## config.mk

```make
export PLATFORM = sky130hd
export DESIGN_NAME = rsq_top
export DESIGN_NICKNAME = d
export VERILOG_FILES = /design/src/rsq_pkg.sv /design/src/rsq_top.sv
export VERILOG_INCLUDE_DIRS = /design/src /design/src/src
export SDC_FILE = /design/constraint.sdc
export NUM_CORES = 1
export LEC_CHECK = 0
export BUFFER_PORTS_ARGS = -buffer_cell sky130_fd_sc_hd__buf_2
export CAP_MARGIN = 40
export CORE_ASPECT_RATIO = 0.9
export CORE_MARGIN = 3
export CORE_UTILIZATION = 35
export DETAILED_ROUTE_END_ITERATION = 12
export GPL_ROUTABILITY_DRIVEN = 0
export PLACE_DENSITY_LB_ADDON = 0.2
export SETUP_SLACK_MARGIN = 0.2
export SYNTH_ARGS = -nofsm -noshare
export SYNTH_HDL_FRONTEND = slang
export SYNTH_SLANG_ARGS = --single-unit
```

## constraint.sdc

```tcl
create_clock -name clk_in -period 6.8 [get_ports clk_in]
set_clock_uncertainty 0.2 [all_clocks]
set_input_delay 0.68 -clock clk_in [delete_from_list [all_inputs] [get_ports clk_in]]
set_output_delay 0.68 -clock clk_in [all_outputs]
set_load 0.005 [all_outputs]
```

## src/rsq_defs.svh

```systemverilog
// Offsets, field positions, reset values and counts of the reset sequencer.
// Assumes the including file sits under `default_nettype none.
`ifndef RSQ_DEFS_SVH
`define RSQ_DEFS_SVH

`define RSQ_ADDR_W        12
`define RSQ_OFF_CAUSE     12'h000
`define RSQ_OFF_DBGCTL    12'h004
`define RSQ_OFF_WAKEEN    12'h008
`define RSQ_OFF_PORTIN    12'h00C

`define RSQ_CAUSE_POR     0
`define RSQ_CAUSE_EXT     1
`define RSQ_CAUSE_WDT     2
`define RSQ_CAUSE_STOP    3
`define RSQ_CAUSE_W       4
`define RSQ_CAUSE_NONE    4'h0
`define RSQ_CAUSE_RST     4'h1
`define RSQ_DBG_RST_BIT   0

`define RSQ_WDT_DIV       8'h0A
`define RSQ_WDT_DIV_LAST  8'h09
`define RSQ_WDT_CYC_LAST  7'h41
`define RSQ_SYS_CYC_LAST  5'h0F
`define RSQ_EXT_CYC       3'h4
`define RSQ_PORT_W        8

`endif

```

## src/rsq_pkg.sv

```systemverilog
// Types shared by the reset and stop recovery sequencer.
// Assumes nothing of its surroundings.
package rsq_pkg;
  typedef enum logic [2:0] {
    RSQ_RUN  = 3'b000,
    RSQ_HALT = 3'b001,
    RSQ_STOP = 3'b010,
    RSQ_HOLD = 3'b011,
    RSQ_WCNT = 3'b100,
    RSQ_SCNT = 3'b101,
    RSQ_PINW = 3'b110
  } rsq_state_e;
endpackage

```

## src/rsq_top.sv

```systemverilog
// Reset and stop recovery sequencer with an APB register slave.
// Assumes all inputs but rstn_in are synchronous to clk_in; the watchdog oscillator
// is modelled by a divider tick, the system clock by clk_in with an enable.
// How it works
// - After supply rises, count 66 watchdog oscillator cycles.
// - Then count 16 system clock cycles.
// - Core stays in reset until both counts expire, then vector fetch.
// - A power-on reset sets the power-on cause bit afterwards.
// - Brown-out holds reset while low, then runs full sequence.
// - Brown-out in STOP is honoured only when its option is set.
// - Watchdog timeout resets in run or HALT when its option is 1.
// - A watchdog reset sets the watchdog cause bit.
// - External reset acts after 4 consecutive low system clock cycles.
// - Reset holds while pin low; ends at once on late release.
// - An external reset sets the external cause bit.
// - Debugger reset bit resets all but debugger, self clears, sets power-on.
// - STOP recovery holds reset 66 oscillator plus 16 system cycles.
// - STOP recovery alters only the cause register, no peripheral reset.
// - After STOP recovery the vector is fetched and stop cause set.
// - Watchdog timeout in STOP recovers and sets watchdog and stop bits.
// - Watchdog interrupt is raised after recovery when configured and enabled.
// - Either edge on an enabled wake pin starts recovery, sets stop.
// - Port input is frozen in STOP, captured at recovery end.
// - STOP halts crystal, clock, CPU; crystal input high, output low.
// - HALT stops CPU only; clocks and peripherals run.
// - HALT ends on interrupt, watchdog timeout, or any reset.
// - Supply faults override every other reset source.
`include "rsq_defs.svh"
`timescale 1ns/1ns
`default_nettype none

module rsq_top (
  input  wire logic        clk_in,          // System clock, 100 MHz
  input  wire logic        rstn_in,         // Asynchronous reset, active low
  input  wire logic        psel_in,         // APB select
  input  wire logic        penable_in,      // APB enable
  input  wire logic        pwrite_in,       // APB direction
  input  wire logic [11:0] paddr_in,        // APB byte address
  input  wire logic [31:0] pwdata_in,       // APB write data
  output logic      [31:0] prdata_out,      // APB read data
  output logic             pready_out,      // APB ready
  output logic             pslverr_out,     // APB error, unmapped address
  input  wire logic        por_ok_in,       // Supply above power-on level
  input  wire logic        brownout_in,     // Brown-out monitor trip
  input  wire logic        ext_rstn_in,     // Filtered external reset pin
  input  wire logic        wdt_timeout_in,  // Watchdog timeout pulse
  input  wire logic        wdt_irq_mode_in, // Watchdog set for interrupt
  input  wire logic        irq_en_in,       // CPU interrupts enabled
  input  wire logic        irq_in,          // Any pending interrupt
  input  wire logic        stop_instr_in,   // CPU executed STOP
  input  wire logic        halt_instr_in,   // CPU executed HALT
  input  wire logic        wdt_rst_opt_in,  // Watchdog reset option
  input  wire logic        bo_stop_opt_in,  // Brown-out in STOP option
  input  wire logic [7:0]  gpio_in,         // Port pin levels
  output logic             core_rst_out,    // CPU held in reset
  output logic             periph_rst_out,  // Registers and peripherals reset
  output logic             ocd_rst_out,     // Debugger block reset
  output logic             cpu_run_out,     // CPU may execute
  output logic             sys_clk_en_out,  // System clock running
  output logic             xtal_stop_out,   // Crystal in high, out low
  output logic             fetch_vec_out,   // Pulse: fetch reset vector
  output logic             wdt_irq_out,     // Pulse: watchdog interrupt
  output logic [7:0]       port_in_out      // Port input data register
);

  logic                      rst_m;
  logic                      rst_n;
  rsq_pkg::rsq_state_e       state;
  rsq_pkg::rsq_state_e       next_state;
  logic [7:0]                div;
  logic                      tick;
  logic [6:0]                wcnt;
  logic [4:0]                scnt;
  logic [2:0]                extcnt;
  logic                      ext_act;
  logic                      kind_stop;
  logic                      kind_sup;
  logic                      next_kind_stop;
  logic                      next_kind_sup;
  logic [`RSQ_CAUSE_W-1:0]   pend;
  logic [`RSQ_CAUSE_W-1:0]   next_pend;
  logic [`RSQ_CAUSE_W-1:0]   cause;
  logic                      dbg_rst;
  logic [`RSQ_PORT_W-1:0]    wake_en;
  logic                      sup_bad;
  logic                      wake;
  logic                      done;
  logic                      wr_en;
  logic                      rd_en;
  logic                      mapped;

  function automatic logic in_rst(input rsq_pkg::rsq_state_e s);
    in_rst = (s == rsq_pkg::RSQ_HOLD) || (s == rsq_pkg::RSQ_WCNT) ||
             (s == rsq_pkg::RSQ_SCNT) || (s == rsq_pkg::RSQ_PINW);
  endfunction

  function automatic logic [`RSQ_CAUSE_W-1:0] bit4(input int pos);
    bit4 = `RSQ_CAUSE_NONE;
    bit4[pos] = 1'b1;
  endfunction

  // Reset release through two flops; only the second flop reads rst_m
  always_ff @(posedge clk_in or negedge rstn_in) begin
    if (!rstn_in) begin
      rst_m <= 1'b0;
      rst_n <= 1'b0;
    end else begin
      rst_m <= 1'b1;
      rst_n <= rst_m;
    end
  end

  // Watchdog oscillator stand-in; it keeps running in STOP
  always_ff @(posedge clk_in or negedge rst_n) begin
    if (!rst_n) begin
      div <= 8'h00;
    end else if (div == `RSQ_WDT_DIV_LAST) begin
      div <= 8'h00;
    end else begin
      div <= div + 8'h01;
    end
  end
  assign tick = (div == `RSQ_WDT_DIV_LAST);

  // Supply faults; brown-out is masked in STOP unless opted in
  assign sup_bad = !por_ok_in ||
                   (brownout_in && (state != rsq_pkg::RSQ_STOP || bo_stop_opt_in));

  // External pin qualifier: counts consecutive low cycles
  always_ff @(posedge clk_in or negedge rst_n) begin
    if (!rst_n) begin
      extcnt <= 3'h0;
    end else if (ext_rstn_in) begin
      extcnt <= 3'h0;
    end else if (extcnt != `RSQ_EXT_CYC) begin
      extcnt <= extcnt + 3'h1;
    end
  end
  assign ext_act = (extcnt == `RSQ_EXT_CYC);

  // Either edge against the frozen port image wakes from STOP
  assign wake = |((gpio_in ^ port_in_out) & wake_en);

  always_comb begin
    next_state     = state;
    next_kind_stop = kind_stop;
    next_kind_sup  = kind_sup;
    next_pend      = pend;
    done           = 1'b0;
    case (state)
      rsq_pkg::RSQ_RUN, rsq_pkg::RSQ_HALT: begin
        if (sup_bad) begin
          next_state     = rsq_pkg::RSQ_HOLD;
          next_kind_stop = 1'b0;
          next_kind_sup  = 1'b1;
          next_pend      = bit4(`RSQ_CAUSE_POR);
        end else if (dbg_rst) begin
          next_state     = rsq_pkg::RSQ_WCNT;
          next_kind_stop = 1'b0;
          next_kind_sup  = 1'b0;
          next_pend      = bit4(`RSQ_CAUSE_POR);
        end else if (ext_act) begin
          next_state     = rsq_pkg::RSQ_WCNT;
          next_kind_stop = 1'b0;
          next_kind_sup  = 1'b0;
          next_pend      = bit4(`RSQ_CAUSE_EXT);
        end else if (wdt_timeout_in && wdt_rst_opt_in) begin
          next_state     = rsq_pkg::RSQ_WCNT;
          next_kind_stop = 1'b0;
          next_kind_sup  = 1'b0;
          next_pend      = bit4(`RSQ_CAUSE_WDT);
        end else if (state == rsq_pkg::RSQ_HALT) begin
          if (irq_in || wdt_timeout_in) begin
            next_state = rsq_pkg::RSQ_RUN;
          end
        end else if (stop_instr_in) begin
          next_state = rsq_pkg::RSQ_STOP;
        end else if (halt_instr_in) begin
          next_state = rsq_pkg::RSQ_HALT;
        end
      end
      rsq_pkg::RSQ_STOP: begin
        if (sup_bad) begin
          next_state     = rsq_pkg::RSQ_HOLD;
          next_kind_stop = 1'b0;
          next_kind_sup  = 1'b1;
          next_pend      = bit4(`RSQ_CAUSE_POR);
        end else if (ext_act) begin
          next_state     = rsq_pkg::RSQ_WCNT;
          next_kind_stop = 1'b0;
          next_kind_sup  = 1'b0;
          next_pend      = bit4(`RSQ_CAUSE_EXT);
        end else if (wdt_timeout_in) begin
          next_state     = rsq_pkg::RSQ_WCNT;
          next_kind_stop = 1'b1;
          next_kind_sup  = 1'b0;
          next_pend      = bit4(`RSQ_CAUSE_WDT) | bit4(`RSQ_CAUSE_STOP);
        end else if (wake) begin
          next_state     = rsq_pkg::RSQ_WCNT;
          next_kind_stop = 1'b1;
          next_kind_sup  = 1'b0;
          next_pend      = bit4(`RSQ_CAUSE_STOP);
        end
      end
      rsq_pkg::RSQ_HOLD: begin
        if (!sup_bad) begin
          next_state = rsq_pkg::RSQ_WCNT;
        end
      end
      rsq_pkg::RSQ_WCNT: begin
        if (sup_bad) begin
          next_state     = rsq_pkg::RSQ_HOLD;
          next_kind_stop = 1'b0;
          next_kind_sup  = 1'b1;
          next_pend      = bit4(`RSQ_CAUSE_POR);
        end else if (tick && wcnt == `RSQ_WDT_CYC_LAST) begin
          next_state = rsq_pkg::RSQ_SCNT;
        end
      end
      rsq_pkg::RSQ_SCNT: begin
        if (sup_bad) begin
          next_state     = rsq_pkg::RSQ_HOLD;
          next_kind_stop = 1'b0;
          next_kind_sup  = 1'b1;
          next_pend      = bit4(`RSQ_CAUSE_POR);
        end else if (scnt == `RSQ_SYS_CYC_LAST) begin
          if (!ext_rstn_in) begin
            next_state = rsq_pkg::RSQ_PINW;
          end else begin
            next_state = rsq_pkg::RSQ_RUN;
            done       = 1'b1;
          end
        end
      end
      rsq_pkg::RSQ_PINW: begin
        if (sup_bad) begin
          next_state     = rsq_pkg::RSQ_HOLD;
          next_kind_stop = 1'b0;
          next_kind_sup  = 1'b1;
          next_pend      = bit4(`RSQ_CAUSE_POR);
        end else if (ext_rstn_in) begin
          next_state = rsq_pkg::RSQ_RUN;
          done       = 1'b1;
        end
      end
      default: begin
        next_state = rsq_pkg::RSQ_HOLD;
      end
    endcase
  end

  always_ff @(posedge clk_in or negedge rst_n) begin
    if (!rst_n) begin
      state     <= rsq_pkg::RSQ_HOLD;
      kind_stop <= 1'b0;
      kind_sup  <= 1'b1;
      pend      <= `RSQ_CAUSE_RST;
    end else begin
      state     <= next_state;
      kind_stop <= next_kind_stop;
      kind_sup  <= next_kind_sup;
      pend      <= next_pend;
    end
  end

  // Both counters restart whenever their phase is entered
  always_ff @(posedge clk_in or negedge rst_n) begin
    if (!rst_n) begin
      wcnt <= 7'h00;
      scnt <= 5'h00;
    end else begin
      if (state != rsq_pkg::RSQ_WCNT) begin
        wcnt <= 7'h00;
      end else if (tick) begin
        wcnt <= wcnt + 7'h01;
      end
      if (state != rsq_pkg::RSQ_SCNT) begin
        scnt <= 5'h00;
      end else begin
        scnt <= scnt + 5'h01;
      end
    end
  end

  // Outputs follow the next state so they stand in step with it
  always_ff @(posedge clk_in or negedge rst_n) begin
    if (!rst_n) begin
      core_rst_out   <= 1'b1;
      periph_rst_out <= 1'b1;
      ocd_rst_out    <= 1'b1;
      cpu_run_out    <= 1'b0;
      sys_clk_en_out <= 1'b0;
      xtal_stop_out  <= 1'b0;
      fetch_vec_out  <= 1'b0;
      wdt_irq_out    <= 1'b0;
    end else begin
      core_rst_out   <= in_rst(next_state);
      periph_rst_out <= in_rst(next_state) && !next_kind_stop;
      ocd_rst_out    <= in_rst(next_state) && next_kind_sup;
      cpu_run_out    <= (next_state == rsq_pkg::RSQ_RUN);
      sys_clk_en_out <= (next_state != rsq_pkg::RSQ_STOP) &&
                        (next_state != rsq_pkg::RSQ_HOLD) &&
                        (next_state != rsq_pkg::RSQ_WCNT);
      xtal_stop_out  <= (next_state == rsq_pkg::RSQ_STOP);
      fetch_vec_out  <= done;
      wdt_irq_out    <= done && kind_stop && pend[`RSQ_CAUSE_WDT] &&
                        wdt_irq_mode_in && irq_en_in;
    end
  end

  // Port image freezes from STOP entry until recovery completes
  always_ff @(posedge clk_in or negedge rst_n) begin
    if (!rst_n) begin
      port_in_out <= 8'h00;
    end else if (next_state == rsq_pkg::RSQ_RUN ||
                 next_state == rsq_pkg::RSQ_HALT) begin
      port_in_out <= gpio_in;
    end
  end

  assign mapped = (paddr_in == `RSQ_OFF_CAUSE) || (paddr_in == `RSQ_OFF_DBGCTL) ||
                  (paddr_in == `RSQ_OFF_WAKEEN) || (paddr_in == `RSQ_OFF_PORTIN);
  assign wr_en  = psel_in && penable_in && pready_out && pwrite_in && mapped;
  assign rd_en  = psel_in && penable_in && !pready_out && !pwrite_in;

  // Cause bits: replaced at reset end, write one clears, set wins
  always_ff @(posedge clk_in or negedge rst_n) begin
    if (!rst_n) begin
      cause <= `RSQ_CAUSE_NONE;
    end else if (done) begin
      cause <= pend;
    end else if (wr_en && paddr_in == `RSQ_OFF_CAUSE) begin
      cause <= cause & ~pwdata_in[`RSQ_CAUSE_W-1:0];
    end
  end

  // Debugger reset bit clears as the sequence it asked for begins
  always_ff @(posedge clk_in or negedge rst_n) begin
    if (!rst_n) begin
      dbg_rst <= 1'b0;
      wake_en <= 8'h00;
    end else begin
      if (in_rst(state)) begin
        dbg_rst <= 1'b0;
      end else if (wr_en && paddr_in == `RSQ_OFF_DBGCTL) begin
        dbg_rst <= pwdata_in[`RSQ_DBG_RST_BIT];
      end
      if (wr_en && paddr_in == `RSQ_OFF_WAKEEN && !periph_rst_out) begin
        wake_en <= pwdata_in[`RSQ_PORT_W-1:0];
      end
    end
  end

  // One wait state: ready rises in the second access cycle
  always_ff @(posedge clk_in or negedge rst_n) begin
    if (!rst_n) begin
      pready_out  <= 1'b0;
      pslverr_out <= 1'b0;
      prdata_out  <= 32'h0000_0000;
    end else begin
      pready_out  <= psel_in && penable_in && !pready_out;
      pslverr_out <= psel_in && penable_in && !pready_out && !mapped;
      prdata_out  <= 32'h0000_0000;
      if (rd_en) begin
        case (paddr_in)
          `RSQ_OFF_CAUSE: begin
            prdata_out <= {25'h0, state, cause};
          end
          `RSQ_OFF_DBGCTL: begin
            prdata_out <= {31'h0, dbg_rst};
          end
          `RSQ_OFF_WAKEEN: begin
            prdata_out <= {24'h0, wake_en};
          end
          `RSQ_OFF_PORTIN: begin
            prdata_out <= {24'h0, port_in_out};
          end
          default: begin
            prdata_out <= 32'h0000_0000;
          end
        endcase
      end
    end
  end
endmodule

`default_nettype wire

```

; Yosys cells after proc, flatten, opt, wreduce, memory -nomap -nowiden
; Index checks and enable logic that the tools add are counted.
[classes]
addsub = 4
eq_ne = 29
n_reduce_logical = 53
muxes = 68
bitwise = 4
[ops]
columns = operator, count
row1 = 3-bit two-way mux, 22
row2 = 4-bit two-way mux, 11
row3 = 8-bit case mux with 4 select lines, 1
row4 = "12-bit by 4-bit == test with 1-bit output, second input constant", 2
row5 = 1-bit two-way mux, 24
row6 = 1-bit logical AND, 22
row7 = "3-bit == test, second input constant", 7
row8 = 3-bit case mux with 6 select lines, 1
row9 = 8-bit two-way mux, 2
row10 = 7-bit two-way mux, 2
row11 = 1-bit logical OR, 13
row12 = "12-bit by 3-bit == test with 1-bit output, second input constant", 1
row13 = "3-bit by 2-bit == test with 1-bit output, second input constant", 4
row14 = 12-bit zero test, 1
row15 = "3-bit inequality test, second input constant", 4
row16 = 4-bit case mux with 3 select lines, 1
row17 = "5-bit inequality test, second input constant", 2
row18 = "3-bit by 2-bit inequality test with 1-bit output, second input constant", 3
row19 = "8-bit by 1-bit adder with 8-bit output, second input constant", 1
row20 = 8-bit AND, 1
row21 = "8-bit by 4-bit == test with 1-bit output, second input constant", 1
row22 = 2-bit nonzero test, 4
row23 = 8-bit OR reduction, 1
row24 = 8-bit XOR, 1
row25 = other kinds (18), 26
[word_totals]
output_inout_bits = 50
ff_bits = 97
in_bits = 68

; Longest topological paths before layout
[logic_depth]
depth_word = 13
mapped_depth = 9
depth_no_buf = 9

; Least setup slack after synthesis
; OpenSTA, ideal clock, no wires.
[synth_path]
path_type = input to register
start = input paddr_in[7]
end = register wake_en[0]
stages = 6
setup_ps = 125
t_arrival_ps = 2348
n_path_buf = 1
setup_slack_ps = 4127
cell_sequence = nor4_1 nand3_1 or3_4 or4b_4 buf_6 mux2_4
[synth_via]
elab_chain_cells = 7
word_cells_on_any_way = 10
[synth_rtl]
columns = element, line_no
row1 = start: declaration, rsq_top.sv:38  ; input wire logic [11:0] paddr_in,
row2 = 12-bit by 3-bit == test with 1-bit output or 12-bit zero test (tied branches), n/a
row3 = 1-bit logical OR (3 in a row), rsq_top.sv:321  ; assign mapped = (paddr_in == `RSQ_OFF_CAUSE) || (paddr_in == `RSQ_OFF_DBGCTL) ||
row4 = 1-bit logical AND, rsq_top.sv:323  ; assign wr_en = psel_in && penable_in && pready_out && pwrite_in && mapped;
row5 = 1-bit logical AND (no line) (*), n/a
row6 = 1-bit logical AND (*), rsq_top.sv:348  ; if (wr_en && paddr_in == `RSQ_OFF_WAKEEN && !periph_rst_out) begin
row7 = end signal: assignment, rsq_top.sv:349  ; wake_en <= pwdata_in[`RSQ_PORT_W-1:0];
row8 = end: declaration, rsq_top.sv:84  ; logic [`RSQ_PORT_W-1:0] wake_en;
; Every way passes the cells marked *; elsewhere a longest branch is shown, timed or not.
; A chain may end at the register's enable or synchronous reset.

; Worst setup path after layout
[layout_path]
start = register extcnt[0]
end = register port_in_out[3]
[layout_via]
elab_chain_cells = 7
word_cells_on_any_way = 10
[layout_rtl]
columns = element, line_no
row1 = start: declaration, rsq_top.sv:74  ; logic [2:0] extcnt;
row2 = start signal: assignment, rsq_top.sv:136  ; extcnt <= extcnt + 3'h1;
row3 = 3-bit == test (no line) (*), n/a
row4 = 3-bit two-way mux, rsq_top.sv:162  ; end else if (ext_act) begin
row5 = 3-bit two-way mux, rsq_top.sv:157  ; end else if (dbg_rst) begin
row6 = 3-bit two-way mux, rsq_top.sv:152  ; if (sup_bad) begin
row7 = 3-bit case mux with 6 select lines (*), rsq_top.sv:150  ; case (state)
row8 = 3-bit by 1-bit == test with 1-bit output or 3-bit zero test (tied branches), "rsq_top.sv:316, rsq_top.sv:315"
row9 = 1-bit logical OR (*), rsq_top.sv:315  ; end else if (next_state == rsq_pkg::RSQ_RUN ||
row10 = end signal: assignment, rsq_top.sv:317  ; port_in_out <= gpio_in;
row11 = end: declaration, rsq_top.sv:63  ; output logic [7:0] port_in_out
; Marks and branches as above.

==> flow_summary.ini <==
[critical_path]
setup.worst_path.end = port_in_out[3]
slowest_stage = a221oi_1
r2r-start = extcnt[0]
path_class = flip-flop to flip-flop
timing.rr.end = port_in_out[3]
cp.required_ns = 6.82
critPathArrivalTime_ns = 2.96
path_buf_inv = 1
crit_fanout = 9
crit_cells = 6
worst_r2r_path_depth = 6
end_kind = flip-flop
crit_family = compound AO/OA/AOI/OAI gates
r2r_slack_ns = 3.86
crit_start = extcnt[0]
worstSetupStartpointType = flip-flop
critPathMaxStageDelay_ns = 0.62
timing.critical_path.cells = inv_1 > ha_1 > a221oi_1 > a21oi_1 > nor3_4 > mux2_2

[pwr]
leakage_uw = 0.002157
power_uw = 1381
peakVddDrop_v = 0.0001361
power.density_mw_per_mm2 = 308.0

[finish]
n_antenna_cell = 0
syn_to_final_growth_pct = 19.58
layout_commonest_cell = buf_2
nets = 492
drive_above_1_share_pct = 31.59
final_util_pct = 43.40
nFillCells = 1005
layout_common_cells = buf_2 (69), dfrtp_1 (65), nor2_1 (33)

[timing]
finalCritPeriodShare_pct = 43.27
hold_viol_final = 0
final_max_slew_viol_count = 0
worst_pin_slew_ns = 0.6854
fmax_mhz = 339.9
setup_violations = 0
rsz0062_at_grt = no
setup_tns_ns = 0
final.min_clock_period_ns = 2.942
slew_headroom_pct = 54.31

[clocking]
cts_sinks = 73
cts_setup_buffers = 0
cts_buffers = 9
htree_levels = 3
root_buffer = clkbuf_16
post_cts_resized = 0
ctsLongestPathBuffers = 2
cts_tree = done
cts.clk_slew.worst_paths_ns = 0.06
clkLatencyLatePin_ns = 0.33

[yosys]
postSynthAreaPerCell_um2 = 11.00
synth_top_area_cell = dfrtp_1
synth_edf_count = 0
yosysUniqueCellTypes = 60
netlist_instances = 341
syn-cell-area_mm2 = 0.003751
ys_seq_area_share_pct = 48.93
ys_ff_latch = 73
synth.top_cell.area_share_pct = 44.03
synth.area.top_cells = dfrtp_1 (44%), mux2_2 (5.4%), dfstp_2 (4.9%)
ys.flop_type = dfrtp_1
yosys_warnings = 0
async_flop_share_pct = 100.0

[min_path]
hold_path.class = flip-flop to flip-flop

[global_route]
grt_max_degree = 60
antenna_found_initial = 0
grt_pass1_vias = 2518
grt_pass1_wl_mm = 12.72
overflow = 0
grt.total_usage_pct = 13.38

[floorplan]
initial_utilization_pct = 36.30
placementRows = 35
core_mm2 = 0.01033
die_w_um = 115.1
die-area_mm2 = 0.01200
ios = 118
die_height_um = 104.2

[routing]
dr.pass1.iters = 4
ant_nets = 0
drt-initial-drc-count = 119
wirelength_mm = 8.007
vias_per_cell = 4.825
dr_total_vias = 2654
drc = 0
post_drt_wl_per_cell_um = 14.56

[place]
numPortBuffers = 69
place_hpwl_mm = 5.842

[flow_run]
cap_violations = 0

[outcome]
run_status = finished clean
where the power goes:
part	leakage [µW]	switching (µW)	internal, µW	total (µW)
clock network	0.000143	176	305	481
registers	0.000959	73.2	510	583
logic	0.00106	157	161	318
total	0.00216	406	975	1380
worst min path at each step:
stage                from  cells past startpoint              to
CTS                 rst_m                      0           rst_n
global route        rst_m                      0           rst_n
finish              rst_m                      0           rst_n
global placement    rst_m                      0           rst_n
detailed placement  rst_n                      1  sys_clk_en_out
floorplan           rst_m                      0           rst_n
Yosys cell counts, drive strengths merged (4+ instances only):
library cell	count
a21bo	4
a21oi	10
a22oi	8
and3	6
buf	28
clkbuf	5
dfrtp	66
dfstp	7
ha	8
inv	12
mux2	26
nand2	19
nand3	6
nand4	4
nor2	33
nor2b	6
nor3	6
nor3b	4
o21ai	14
xnor2	8
xor2	15
worst reg2reg max path, stage by stage (launching register included):
cell and delay (ns):
dfrtp_1 0.39, inv_1 0.06, ha_1 0.25, a221oi_1 0.62, a21oi_1 0.29, nor3_4 0.62
mux2_2 0.41
sequential cells by signal, summed over array words and instances (netlist names), 3 cells and up:
name	cells
cause	4
div	8
extcnt	3
pend	4
port_in_out	8
prdata_out	8
scnt	5
state	3
wake_en	8
wcnt	7
stage by stage:
step	area (µm²)	setup slack (ns)	std cells	hold slack, ns
after floorplan	3837	4.127	364	0.1312
after detailed placement	4164	3.710	532	-0.005907
after global routing	4486	3.710	550	0.1571
after CTS	4486	3.857	550	0.1551
after global placement	4129	3.688	530	0.1374
final	4486	3.858	550	0.1531
layout make-up:
class / count / area [µm²] / share of cell area (%)
timing repair buffer: 74 / 407.9 / 9.093
inverter: 13 / 48.80 / 1.088
clock inverter: 2 / 37.54 / 0.8368
sequential: 73 / 1837 / 40.95
tap: 129 / 161.4 / 3.598
multi-input combinational: 245 / 1729 / 38.55
clock buffer: 14 / 264.0 / 5.886
cells by family after synthesis:
kind of cell             share of synthesized area, %
multiplexers                                    9.740
adder cells (fa/ha/maj)                         2.669
flip-flops                                      48.93
AO/OA/AOI/OAI                                   10.44
AND/OR/NAND/NOR                                 15.38
XOR/XNOR                                        5.370
buffers and inverters                           7.271
other                                          0.2002
layer usage:
metal,track usage (%),part of all wire [%]
met5,0,0
met4,3.269,0.91
met3,4.770,6.1
met2,20.54,46
met1,18.03,47
what timing repair did:
action / in CTS / in global routing
setup endpoints to repair: 0 / 0
endpoints found under the hold margin: 3 / 0
hold buffers: 2 / 0
No activity file was read; power rests on OpenSTA's default activity.
